<file path="config.mk">
export PLATFORM = sky130hd
export DESIGN_NAME = acmp_ctrl
export DESIGN_NICKNAME = d
export VERILOG_FILES = /design/src/common/acmp_pkg.sv /design/src/rtl/acmp_ctrl.sv
export SDC_FILE = /design/constraint.sdc
export NUM_CORES = 1
export LEC_CHECK = 0
export BUFFER_PORTS_ARGS = -buffer_cell sky130_fd_sc_hd__buf_2
export CAP_MARGIN = 20
export CELL_PAD_IN_SITES_DETAIL_PLACEMENT = 0
export CELL_PAD_IN_SITES_GLOBAL_PLACEMENT = 2
export CORE_MARGIN = 8
export CORE_UTILIZATION = 26
export DETAILED_ROUTE_END_ITERATION = 12
export GPL_ROUTABILITY_DRIVEN = 0
export GPL_TIMING_DRIVEN = 0
export PLACE_DENSITY = 0.72
export REMOVE_ABC_BUFFERS = 1
export SLEW_MARGIN = 20
export SYNTH_ARGS = -nofsm -noshare
export SYNTH_HDL_FRONTEND = slang
export SYNTH_SLANG_ARGS = --single-unit
</file>
<file path="constraint.sdc">
create_clock -name sys_clk_i -period 0.8 [get_ports sys_clk_i]
set_input_delay 0.08 -clock sys_clk_i [delete_from_list [all_inputs] [get_ports sys_clk_i]]
set_output_delay 0.08 -clock sys_clk_i [all_outputs]
set_load 0.05 [all_outputs]
</file>
<file path="src/common/acmp_pkg.sv">
// Package with register layout and constants of the comparator control block
package acmp_pkg;
	localparam logic [7:0] CTRL_ADDR = 8'h08;
	localparam logic [7:0] IRQ_STAT_ADDR = 8'h09;
	localparam logic [7:0] IRQ_MASK_ADDR = 8'h0A;
	localparam int BIT_POWER_OFF = 7;
	localparam int BIT_RES6 = 6;
	localparam int BIT_RESULT = 5;
	localparam int BIT_FLAG = 4;
	localparam int BIT_IRQ_EN = 3;
	localparam int BIT_RES2 = 2;
	localparam int BIT_SEL_HI = 1;
	localparam int BIT_SEL_LO = 0;
	localparam logic RESET_POWER_OFF = 1'b0;
	localparam logic RESET_IRQ_EN = 1'b0;
	localparam logic [1:0] RESET_SEL = 2'h0;
	localparam logic [1:0] SEL_TOGGLE = 2'h0;
	localparam logic [1:0] SEL_RESERVED = 2'h1;
	localparam logic [1:0] SEL_FALL = 2'h2;
	localparam logic [1:0] SEL_RISE = 2'h3;
	localparam logic [1:0] RESET_STAT = 2'h0;
	localparam logic [1:0] RESET_MASK = 2'h0;
endpackage

</file>
<file path="src/rtl/acmp_ctrl.sv">
// Control, status and event logic around the analog comparator
//
// Implementation choices: the address map and the address-and-strobe port.
`timescale 1ns/1ps
// Overview of operation
// RQ1: The result is high while the positive input is above the negative input.
// RQ2: Power-off bit 7 set removes comparator power and may be set any time.
// RQ3: Software clears the interrupt enable before changing the power-off bit.
// RQ4: Bits 6 and 2 always read as zero.
// RQ5: Bit 5 is read-only and shows the live comparison result.
// RQ6: Bit 4 is set when a result change matches the selected event mode.
// RQ7: The interrupt is requested only when flag, enable bit 3 and global enable are set.
// RQ8: Taking the interrupt vector clears the flag.
// RQ9: Writing one to bit 4 clears the flag, writing zero leaves it.
// RQ10: Select bits 1..0 pick toggle, reserved, falling or rising.
// RQ11: Software disables the interrupt enable before changing the select field.
// RQ12: Software avoids bit set or clear instructions that would write back the flag.
// RQ13: While powered the input pull-ups and low-level wake-ups are disabled; the code disables them only while enable bit 3 is also set.
// RQ14: The result is synchronised and edges found from two successive samples.
module acmp_ctrl (
	input wire logic sys_clk_i,
	input wire logic rst_i,
	input wire logic [7:0] addr_i,
	input wire logic [7:0] wdata_i,
	input wire logic wr_i,
	input wire logic rd_i,
	output logic [7:0] rdata_o,
	input wire logic cmp_raw_i,
	input wire logic global_irq_en_i,
	input wire logic vector_ack_i,
	output logic cmp_irq_o,
	output logic comparator_power_off_o,
	output logic pullup_disable_o,
	output logic wake_suppress_o,
	output logic irq_o
);
	logic sync1;
	logic sync2;
	logic prev;
	logic comparator_power_off;
	logic compare_irq_enable;
	logic [1:0] compare_event_select;
	logic compare_event_flag;
	logic [1:0] irq_stat;
	logic [1:0] irq_mask;
	logic [7:0] rdata;
	wire ctrl_wr;
	wire stat_wr;
	wire mask_wr;
	wire rise;
	wire fall;
	wire event_hit;
	wire flag_clr;
	wire [7:0] ctrl_view;
	wire [7:0] next_rdata;
	wire [1:0] stat_set;
	wire compare_result;
	wire [2:0] sel_hit;
	wire armed;
	logic [2:0] warm;

	// Register decode shared by the write strobes and the read mux
	function automatic logic [2:0] reg_select(input logic [7:0] addr);
		reg_select = {addr == acmp_pkg::IRQ_MASK_ADDR, addr == acmp_pkg::IRQ_STAT_ADDR,
			addr == acmp_pkg::CTRL_ADDR};
	endfunction

	assign sel_hit = reg_select(addr_i);
	assign ctrl_wr = wr_i && sel_hit[0];
	assign stat_wr = wr_i && sel_hit[1];
	assign mask_wr = wr_i && sel_hit[2];

	// RQ14: two stage synchroniser
	always_ff @(posedge sys_clk_i or posedge rst_i) begin
		if (rst_i) begin
			sync1 <= 1'b0;
			sync2 <= 1'b0;
			prev <= 1'b0;
		end else begin
			sync1 <= cmp_raw_i;
			sync2 <= sync1;
			prev <= sync2;
		end
	end

	// RQ14: edges ignored until prev holds a real sample, so an input
	// that idles high cannot fake a rising edge right after reset
	always_ff @(posedge sys_clk_i or posedge rst_i) begin
		if (rst_i) begin
			warm <= 3'h0;
		end else begin
			warm <= {warm[1:0], 1'b1};
		end
	end
	assign armed = warm[2];

	// RQ1: comparison result, held low while unpowered
	assign compare_result = sync2 & ~comparator_power_off;

	// RQ14: edges from successive samples
	assign rise = sync2 & ~prev & ~comparator_power_off & armed;
	assign fall = ~sync2 & prev & ~comparator_power_off & armed;

	// RQ10: event mode decode
	assign event_hit = (compare_event_select == acmp_pkg::SEL_TOGGLE) ? (rise | fall) :
		(compare_event_select == acmp_pkg::SEL_FALL) ? fall :
		(compare_event_select == acmp_pkg::SEL_RISE) ? rise : 1'b0;

	// RQ8: vector clear; RQ9: write-one clear
	assign flag_clr = vector_ack_i || (ctrl_wr && wdata_i[acmp_pkg::BIT_FLAG]);

	// RQ2: control fields written by software
	always_ff @(posedge sys_clk_i or posedge rst_i) begin
		if (rst_i) begin
			comparator_power_off <= acmp_pkg::RESET_POWER_OFF;
			compare_irq_enable <= acmp_pkg::RESET_IRQ_EN;
			compare_event_select <= acmp_pkg::RESET_SEL;
		end else if (ctrl_wr) begin
			comparator_power_off <= wdata_i[acmp_pkg::BIT_POWER_OFF];
			compare_irq_enable <= wdata_i[acmp_pkg::BIT_IRQ_EN];
			compare_event_select <= wdata_i[acmp_pkg::BIT_SEL_HI:acmp_pkg::BIT_SEL_LO];
		end
	end

	// RQ6: flag set wins over clear
	always_ff @(posedge sys_clk_i or posedge rst_i) begin
		if (rst_i) begin
			compare_event_flag <= 1'b0;
		end else if (event_hit) begin
			compare_event_flag <= 1'b1;
		end else if (flag_clr) begin
			compare_event_flag <= 1'b0;
		end
	end

	// RQ7: gated comparator interrupt request
	assign cmp_irq_o = compare_event_flag & compare_irq_enable & global_irq_en_i;

	// RQ13: pin functions while powered and enabled
	assign pullup_disable_o = ~comparator_power_off & compare_irq_enable;
	assign wake_suppress_o = ~comparator_power_off & compare_irq_enable;
	assign comparator_power_off_o = comparator_power_off;

	// Sticky status: bit0 event, bit1 rising edge seen
	assign stat_set = {rise, event_hit};
	always_ff @(posedge sys_clk_i or posedge rst_i) begin
		if (rst_i) begin
			irq_stat <= acmp_pkg::RESET_STAT;
			irq_mask <= acmp_pkg::RESET_MASK;
		end else begin
			irq_stat <= stat_set | (irq_stat & ~(stat_wr ? wdata_i[1:0] : 2'h0));
			if (mask_wr) begin
				irq_mask <= wdata_i[1:0];
			end
		end
	end
	assign irq_o = |(irq_stat & irq_mask);

	// RQ4: reserved bits zero; RQ5: live result in bit 5
	assign ctrl_view = {comparator_power_off, 1'b0, compare_result, compare_event_flag,
		compare_irq_enable, 1'b0, compare_event_select};
	assign next_rdata = !rd_i ? 8'h00 :
		sel_hit[0] ? ctrl_view :
		sel_hit[1] ? {6'h00, irq_stat} :
		sel_hit[2] ? {6'h00, irq_mask} : 8'h00;

	always_ff @(posedge sys_clk_i or posedge rst_i) begin
		if (rst_i) begin
			rdata <= 8'h00;
		end else begin
			rdata <= next_rdata;
		end
	end
	assign rdata_o = rdata;

	// RQ7: request follows the flag and both enables
	a_irq_gate: assert property (@(posedge sys_clk_i) disable iff (rst_i) // RQ7
		cmp_irq_o == (compare_event_flag && compare_irq_enable && global_irq_en_i))
		else $error("irq gating wrong");
	// RQ6: a rising edge in rise mode sets the flag
	a_rise_flag: assert property (@(posedge sys_clk_i) disable iff (rst_i) // RQ6
		(rise && compare_event_select == acmp_pkg::SEL_RISE) |=> compare_event_flag)
		else $error("rise did not set flag");
	// RQ10: falling mode ignores rising edges
	a_fall_mode: assert property (@(posedge sys_clk_i) disable iff (rst_i) // RQ10
		(!compare_event_flag && compare_event_select == acmp_pkg::SEL_FALL && rise
		&& !ctrl_wr) |=> !compare_event_flag)
		else $error("fall mode took rising edge");
	// RQ10: reserved mode never sets
	a_reserved_sel: assert property (@(posedge sys_clk_i) disable iff (rst_i) // RQ10
		(!compare_event_flag && compare_event_select == acmp_pkg::SEL_RESERVED)
		|=> !compare_event_flag)
		else $error("reserved mode set flag");
	// RQ8: vector clears flag without new event
	a_vector_clr: assert property (@(posedge sys_clk_i) disable iff (rst_i) // RQ8
		(vector_ack_i && !event_hit) |=> !compare_event_flag)
		else $error("vector did not clear flag");
	// RQ9: write zero keeps flag
	a_wr0_keep: assert property (@(posedge sys_clk_i) disable iff (rst_i) // RQ9
		(compare_event_flag && ctrl_wr && !wdata_i[acmp_pkg::BIT_FLAG] && !vector_ack_i)
		|=> compare_event_flag)
		else $error("write zero cleared flag");
	// RQ4: reserved bits read zero
	a_res_zero: assert property (@(posedge sys_clk_i) disable iff (rst_i) // RQ4
		(rd_i && addr_i == acmp_pkg::CTRL_ADDR) |=> (rdata_o[6] == 1'b0 && rdata_o[2] == 1'b0))
		else $error("reserved bit nonzero");
	// RQ5: result bit follows synchronised input
	a_live_result: assert property (@(posedge sys_clk_i) disable iff (rst_i) // RQ5
		(rd_i && addr_i == acmp_pkg::CTRL_ADDR) |=> rdata_o[5] == $past(compare_result))
		else $error("result bit stale");
	// RQ2: power off blocks events
	a_power_off: assert property (@(posedge sys_clk_i) disable iff (rst_i) // RQ2
		comparator_power_off |-> !event_hit)
		else $error("event while powered off");
	// RQ14: input reaches the result after two edges
	a_sync_lat: assert property (@(posedge sys_clk_i) disable iff (rst_i) // RQ14
		(!comparator_power_off && $stable(comparator_power_off)) ##0 1 |->
		sync2 == $past(cmp_raw_i, 2) || $past(rst_i, 2))
		else $error("sync latency wrong");

	// RQ1: result follows the input two edges later while powered
	a_result_follow: assert property (@(posedge sys_clk_i) disable iff (rst_i) // RQ1
		!comparator_power_off |-> (compare_result == $past(cmp_raw_i, 2))
		|| $past(rst_i) || $past(rst_i, 2))
		else $error("result does not follow input");

	// RQ2: result low while unpowered
	a_result_off: assert property (@(posedge sys_clk_i) disable iff (rst_i) // RQ2
		comparator_power_off |-> !compare_result)
		else $error("result high while powered off");

	// RQ2: power bit takes the written value
	a_power_write: assert property (@(posedge sys_clk_i) disable iff (rst_i) // RQ2
		ctrl_wr |=> comparator_power_off == $past(wdata_i[acmp_pkg::BIT_POWER_OFF]))
		else $error("power bit not written");

	// RQ2: power bit holds without a write
	a_power_hold: assert property (@(posedge sys_clk_i) disable iff (rst_i) // RQ2
		!ctrl_wr |=> $stable(comparator_power_off))
		else $error("power bit changed without write");

	// RQ2: power bit reads back
	a_power_read: assert property (@(posedge sys_clk_i) disable iff (rst_i) // RQ2
		(rd_i && sel_hit[0]) |=> rdata_o[7] == $past(comparator_power_off))
		else $error("power bit read wrong");

	// RQ4: unmapped addresses read zero
	a_unmapped_zero: assert property (@(posedge sys_clk_i) disable iff (rst_i) // RQ4
		(rd_i && sel_hit == 3'h0) |=> rdata_o == 8'h00)
		else $error("unmapped read nonzero");

	// RQ6: flag reads back
	a_flag_read: assert property (@(posedge sys_clk_i) disable iff (rst_i) // RQ6
		(rd_i && sel_hit[0]) |=> rdata_o[4] == $past(compare_event_flag))
		else $error("flag read wrong");

	// RQ7: enable reads back
	a_enable_read: assert property (@(posedge sys_clk_i) disable iff (rst_i) // RQ7
		(rd_i && sel_hit[0]) |=> rdata_o[3] == $past(compare_irq_enable))
		else $error("enable read wrong");

	// RQ10: select field reads back
	a_select_read: assert property (@(posedge sys_clk_i) disable iff (rst_i) // RQ10
		(rd_i && sel_hit[0]) |=> rdata_o[1:0] == $past(compare_event_select))
		else $error("select read wrong");

	// RQ6: falling edge in fall mode sets the flag
	a_fall_flag: assert property (@(posedge sys_clk_i) disable iff (rst_i) // RQ6
		(fall && compare_event_select == acmp_pkg::SEL_FALL) |=> compare_event_flag)
		else $error("fall did not set flag");

	// RQ6: any edge in toggle mode sets the flag
	a_toggle_flag: assert property (@(posedge sys_clk_i) disable iff (rst_i) // RQ6
		((rise || fall) && compare_event_select == acmp_pkg::SEL_TOGGLE)
		|=> compare_event_flag)
		else $error("toggle did not set flag");

	// RQ10: rise mode ignores falling edges
	a_rise_mode: assert property (@(posedge sys_clk_i) disable iff (rst_i) // RQ10
		(!compare_event_flag && compare_event_select == acmp_pkg::SEL_RISE && fall)
		|=> !compare_event_flag)
		else $error("rise mode took falling edge");

	// RQ6: flag is sticky until cleared
	a_flag_hold: assert property (@(posedge sys_clk_i) disable iff (rst_i) // RQ6
		(compare_event_flag && !flag_clr) |=> compare_event_flag)
		else $error("flag dropped without clear");

	// RQ6: flag rises only on an event
	a_flag_source: assert property (@(posedge sys_clk_i) disable iff (rst_i) // RQ6
		(!compare_event_flag && !event_hit) |=> !compare_event_flag)
		else $error("flag set without event");

	// RQ9: write of one clears the flag
	a_w1c_clear: assert property (@(posedge sys_clk_i) disable iff (rst_i) // RQ9
		(ctrl_wr && wdata_i[acmp_pkg::BIT_FLAG] && !event_hit) |=> !compare_event_flag)
		else $error("write one did not clear flag");

	// RQ6: event beats a clear in the same cycle
	a_set_wins: assert property (@(posedge sys_clk_i) disable iff (rst_i) // RQ6
		(event_hit && flag_clr) |=> compare_event_flag)
		else $error("clear beat event");

	// RQ7: no request without global enable
	a_global_gate: assert property (@(posedge sys_clk_i) disable iff (rst_i) // RQ7
		!global_irq_en_i |-> !cmp_irq_o)
		else $error("request without global enable");

	// RQ7: no request without local enable
	a_enable_gate: assert property (@(posedge sys_clk_i) disable iff (rst_i) // RQ7
		!compare_irq_enable |-> !cmp_irq_o)
		else $error("request without enable");

	// RQ13: pins untouched while unpowered
	a_pins_off: assert property (@(posedge sys_clk_i) disable iff (rst_i) // RQ13
		comparator_power_off |-> !pullup_disable_o && !wake_suppress_o)
		else $error("pin control while powered off");

	// RQ13: pins taken while powered and enabled
	a_pins_on: assert property (@(posedge sys_clk_i) disable iff (rst_i) // RQ13
		(!comparator_power_off && compare_irq_enable) |-> pullup_disable_o && wake_suppress_o)
		else $error("pin control missing");

	// RQ14: never both edges at once
	a_edge_onehot: assert property (@(posedge sys_clk_i) disable iff (rst_i) // RQ14
		!(rise && fall))
		else $error("rise and fall together");

	// RQ14: no event while the edge stage fills after reset
	a_no_reset_edge: assert property (@(posedge sys_clk_i) disable iff (rst_i) // RQ14
		($past(rst_i) || $past(rst_i, 2) || $past(rst_i, 3)) |-> !event_hit)
		else $error("false edge after reset");

	// RQ14: each rising edge gives a one-cycle rise pulse
	a_edge_once: assert property (@(posedge sys_clk_i) disable iff (rst_i) // RQ14
		rise |=> !rise)
		else $error("rising edge seen twice");

	// RQ6: event sets sticky status bit 0
	a_stat_event: assert property (@(posedge sys_clk_i) disable iff (rst_i) // RQ6
		event_hit |=> irq_stat[0])
		else $error("status event bit not set");

	// RQ14: rising edge sets sticky status bit 1
	a_stat_rise: assert property (@(posedge sys_clk_i) disable iff (rst_i) // RQ14
		rise |=> irq_stat[1])
		else $error("status rise bit not set");

	// RQ9: write of one clears status bit 0
	a_stat_clear: assert property (@(posedge sys_clk_i) disable iff (rst_i) // RQ9
		(stat_wr && wdata_i[0] && !event_hit) |=> !irq_stat[0])
		else $error("status bit not cleared");

	c_fall_stat: cover property (@(posedge sys_clk_i) disable iff (rst_i)
		fall ##1 irq_stat[0]);
	c_rise_irq: cover property (@(posedge sys_clk_i) disable iff (rst_i)
		rise ##1 cmp_irq_o);
	c_toggle: cover property (@(posedge sys_clk_i) disable iff (rst_i)
		(compare_event_select == acmp_pkg::SEL_TOGGLE && fall) ##1 compare_event_flag);
	c_vector: cover property (@(posedge sys_clk_i) disable iff (rst_i)
		compare_event_flag && vector_ack_i);
	c_wr_clear: cover property (@(posedge sys_clk_i) disable iff (rst_i)
		compare_event_flag && flag_clr && !vector_ack_i);
endmodule // acmp_ctrl

</file>
Word-level counts from Yosys, hierarchy flattened --
Index checks and enable logic that the tools add are counted.
Word-level totals: register bits 23, input port bits 23, output and inout bits 13, word-level logic and storage cells 52
Cells by class: eq/ne operators 5, muxes and demuxes 10, bitwise operators 18, reduce and logical (&&, ||, !) cells 8
Operator list (count):
- 8-bit by 4-bit == test with 1-bit output (second input constant) | 3
- 8-bit 2-to-1 mux | 2
- 1-bit bitwise AND | 10
- 2-bit 2-to-1 mux | 3
- 1-bit 2-to-1 mux | 5
- 2-bit bitwise AND | 2
- 2-bit == test (second input constant) | 2
- 1-bit logical AND | 4
- 1-bit inverter | 3
- 2-bit zero test | 1
- 2-bit inverter | 1
- 2-bit bitwise OR | 1
- 2-bit nonzero test | 1
- 2-bit OR reduction | 1
- 1-bit logical OR | 1
- 1-bit bitwise OR | 1

Logic depth before layout (Yosys ltp) --
word-level depth 8, gate-level depth with buffers 4, depth with buffers taken out 3

Least setup slack after synthesis --
Ideal clock, no wire load.
path kind register to output, start reg comparator_power_off, in the netlist comparator_power_off_o, end out wake_suppress_o, data arrival time 1725 ps, setup slack -1005 ps, stages on the path, launching flop included 3, buffers on the path 1, cells stage by stage dfrtp_1 > nor2b_1 > buf_4
Between the ends: longest elaborated chain between the ends 2
RTL lines:
- from (decl) | RTL line acmp_ctrl.sv:40 | logic comparator_power_off;
- from (signal assigned) | RTL line acmp_ctrl.sv:115 | comparator_power_off <= acmp_pkg::RESET_POWER_OFF;
- from (signal assigned) | RTL line acmp_ctrl.sv:119 | comparator_power_off <= wdata_i[acmp_pkg::BIT_POWER_OFF];
- 1-bit inverter
- 1-bit bitwise AND
- to (decl) | RTL line acmp_ctrl.sv:34 | output logic wake_suppress_o,
Every way passes these cells.

Worst setup path after layout --
start reg irq_mask[1], end out irq_o
Between the ends: longest elaborated chain between the ends 2
RTL lines:
- from (decl) | RTL line acmp_ctrl.sv:45 | logic [1:0] irq_mask;
- from (signal assigned) | RTL line acmp_ctrl.sv:149 | irq_mask <= acmp_pkg::RESET_MASK;
- from (signal assigned) | RTL line acmp_ctrl.sv:153 | irq_mask <= wdata_i[1:0];
- 2-bit bitwise AND | RTL line acmp_ctrl.sv:157 | assign irq_o = |(irq_stat & irq_mask);
- 2-bit OR reduction | RTL line acmp_ctrl.sv:157
- to (decl) | RTL line acmp_ctrl.sv:35 | output logic irq_o
Every way passes these cells.

==> metrics <==
outcome=finished with violations; failing checks=hold timing, setup timing; worst path cell trace=a22o_1, buf_6; Setup TNS=-3680 ps; Post-Syn Area=927 µm²; clk sinks=21; async set-reset flop share out of synthesis=100%; Peak VDD IR=0.716 mV; first-pass GRT wire length=3320 µm; placed cells=149; worst slew pin tran=777 ps; most frequent cell after synthesis=dfrtp_1; die width=75.7 µm; DR iter-0 viols=25; # H-tree levels=1; final hold viol count=21; drt first pass iters=4; All-Layer GR Usage=7.71%; CP Capture Type=primary output; sequential-to-total area share from yosys stat=56.7%; Critical Setup Path Class=reg -> out; cell count after synthesis=76; EDFF count, synth=0; Slowest Stage Delay on Critical Path=410 ps; syn_area_per_cell=12.2 µm²; # DRC=0; final number of setup-violating endpoints=23; Antenna Nets Post-Route=0; GR Overflow Total=0; Clock Power Share=25.8%; Hold WS=-101 ps; n_diodes=0; CTS Root Cell=clkbuf_4; core area=3390 µm²; port buffer count=30; Data required, critical path=720 ps; ys flop type=dfrtp_1; WL final=2110 µm; normalized max-slew margin=48.1%; Crit Path Max Fanout=2; combinational power share=16.8%; Cell Count, Final, Fillers Out=163; post-layout util=39.9%; height of the chip=75.7 µm; synthesis-to-finish area growth=45.7%; f_max=0.839 GHz; Netlist cell types=32; Power Dens Cells=1450 nW/µm²; Slew Viols, Final=0; FF+latch count, synth=21; Sequential Power Share=57.5%; crit path time final=1190 ps; slowest stage cell, crit path=dfrtp_1; P_int=0.00144 W; Initial Utilization=27.4%; Clock Latency Late Sink=300 ps; via count=697; TritonCTS clock tree=yes; final setup margin=-392 ps; worst path buffer plus inverter count=1; NetSw=0.000511 W; Max Cap Violations=0; Final nets=141; vias per inst=4.28; RSZ-0062 raised after global routing=yes; post-synth top area cell=dfrtp_1; ratio of cells with drive above 1 in the final layout=47.0%; Area after DPL=1110 µm²; vias in the first global route=714; total number of yosys warnings=0; total CTS buffers=3; Clock Skew=1.71 ps; P_leak=0.633 nW; die footprint=5730 µm²; initial antenna violation count=0; worst slack at placement=-538 ps; Bufs on Longest Clock Path=2; most area-consuming cells after synthesis=dfrtp_1 (57%), mux2_2 (7.3%), nor2b_1 (2.7%); Critical Path Start Type=flip-flop; crit path DAT=1110 ps; DP Wirelength=1550 µm; largest net degree at the start of global routing=22; Yosys top cell area share=56.7%; # IOs=36; most instantiated cells after synthesis=dfrtp_1 (21), mux2_2 (6), nor2b_1 (4); WL/cell=12.9 µm; flop2flop setup slack=-200 ps; register clock-pin slew on the reported worst setup and hold paths=110 ps; finished layout cell area=1350 µm²; row count=21; min-delay worst type=in -> async; Tcrit/Tclk final=149%; Switching Share=26.2%; family with the most delay on the worst path=flip-flops
==> state kept, by name, indices dropped and copies added, names as in the netlist <==
signal	count
sync2	1
compare_irq_enable	1
warm	3
sync1	1
prev	1
rdata_o	6
compare_event_flag	1
irq_stat	2
comparator_power_off_o	1
irq_mask	2
compare_event_select	2
==> what timing repair did <==
action | CTS | global route
hold buffers | 3 | 1
hold endpoints to repair | 24 | 22
setup endpoints to repair | 22 | 24
resized for setup | 32 | 8
pin swaps | 7 | 6
buffers inserted | 4 | 3
==> worst register-to-register path: stages, from the launching register on <==
cell	delay, ps
dfrtp_1	440
xnor2_1	140
a31oi_1	210
o32ai_1	100
==> metrics by stage <==
stage               total power [W]  hold WS, ps
CTS                         0.00195        -67.9
floorplan                   0.00129         56.5
global placement            0.00139          188
global route                0.00205        -39.8
detailed placement          0.00140          190
finish                      0.00195         -101
==> power groups by stage <==
stage               combinational, W  sequential, W  clock [W]
floorplan                   0.000149        0.00115          0
global placement            0.000252        0.00114          0
detailed placement          0.000254        0.00114          0
CTS                         0.000310        0.00112   0.000522
global route                0.000353        0.00113   0.000571
finish                      0.000328        0.00112   0.000504
==> per-layer routing <==
metal / global-route usage [%] / share of wire [%] / vias to the layer above
li1: - / - / 342
met1: 8.72 / 40 / 335
met2: 13.2 / 54 / 18
met3: 3.42 / 6.0 / 2
met4: 1.28 / 0.38 / 0
met5: 0 / 0 / -
==> layout by cell type (no fill, tap or decap), types with 2 or more instances in the layout <==
cell	Yosys	routed
o31ai_1	2	2
or2_4	0	2
buf_8	0	3
mux2_2	6	5
dfrtp_1	21	21
inv_1	3	3
nand4_1	2	2
buf_4	3	3
buf_2	1	17
mux2i_1	2	2
dlygate4sd3_1	0	4
nand2_1	3	3
and2_1	3	3
a21oi_2	0	2
buf_6	0	13
conb_1	2	3
nand3b_1	3	3
clkbuf_4	0	3
nor2b_1	4	3
==> cell families (layout without fill, tap and decap cells) <==
family	after synthesis	in the layout	share of synthesized area, %
and+or+nand+nor	29	29	22.1
DFF	21	21	56.7
AOI/OAI and AO/OA	8	8	5.80
muxes	8	8	9.45
buffers and inverters	7	47	4.18
other	2	3	0.810
xor gates and xnor gates	1	1	0.945
==> area by class of cell <==
class | instances | area [µm²]
Clock buffer | 4 | 26.3
Sequential cell | 21 | 526
Tap cell | 46 | 57.6
Fill cell | 331 | 2040
Inverter | 3 | 11.3
Timing Repair Buffer | 40 | 339
Multi-Input combinational cell | 49 | 392
==> worst paths after layout <==
kind / depth (start not counted) / from / endpoint
setup reg to reg: 3 / compare_event_select[0]$_DFFE_PP0P_ / compare_event_flag$_DFFE_PP0P_
max in group asynchronous: 2 / rst_i / compare_irq_enable$_DFFE_PP0P_
hold reg to reg: 0 / warm[1]$_DFF_PP0_ / warm[2]$_DFF_PP0_
hold / removal: 2 / rst_i / sync1$_DFF_PP0_
setup / recovery: 2 / irq_mask[1]$_DFFE_PP0P_ / irq_o
min in group sys_clk_i: 2 / wdata_i[0] / irq_mask[0]$_DFFE_PP0P_
No activity file was read; power rests on OpenSTA's default activity.
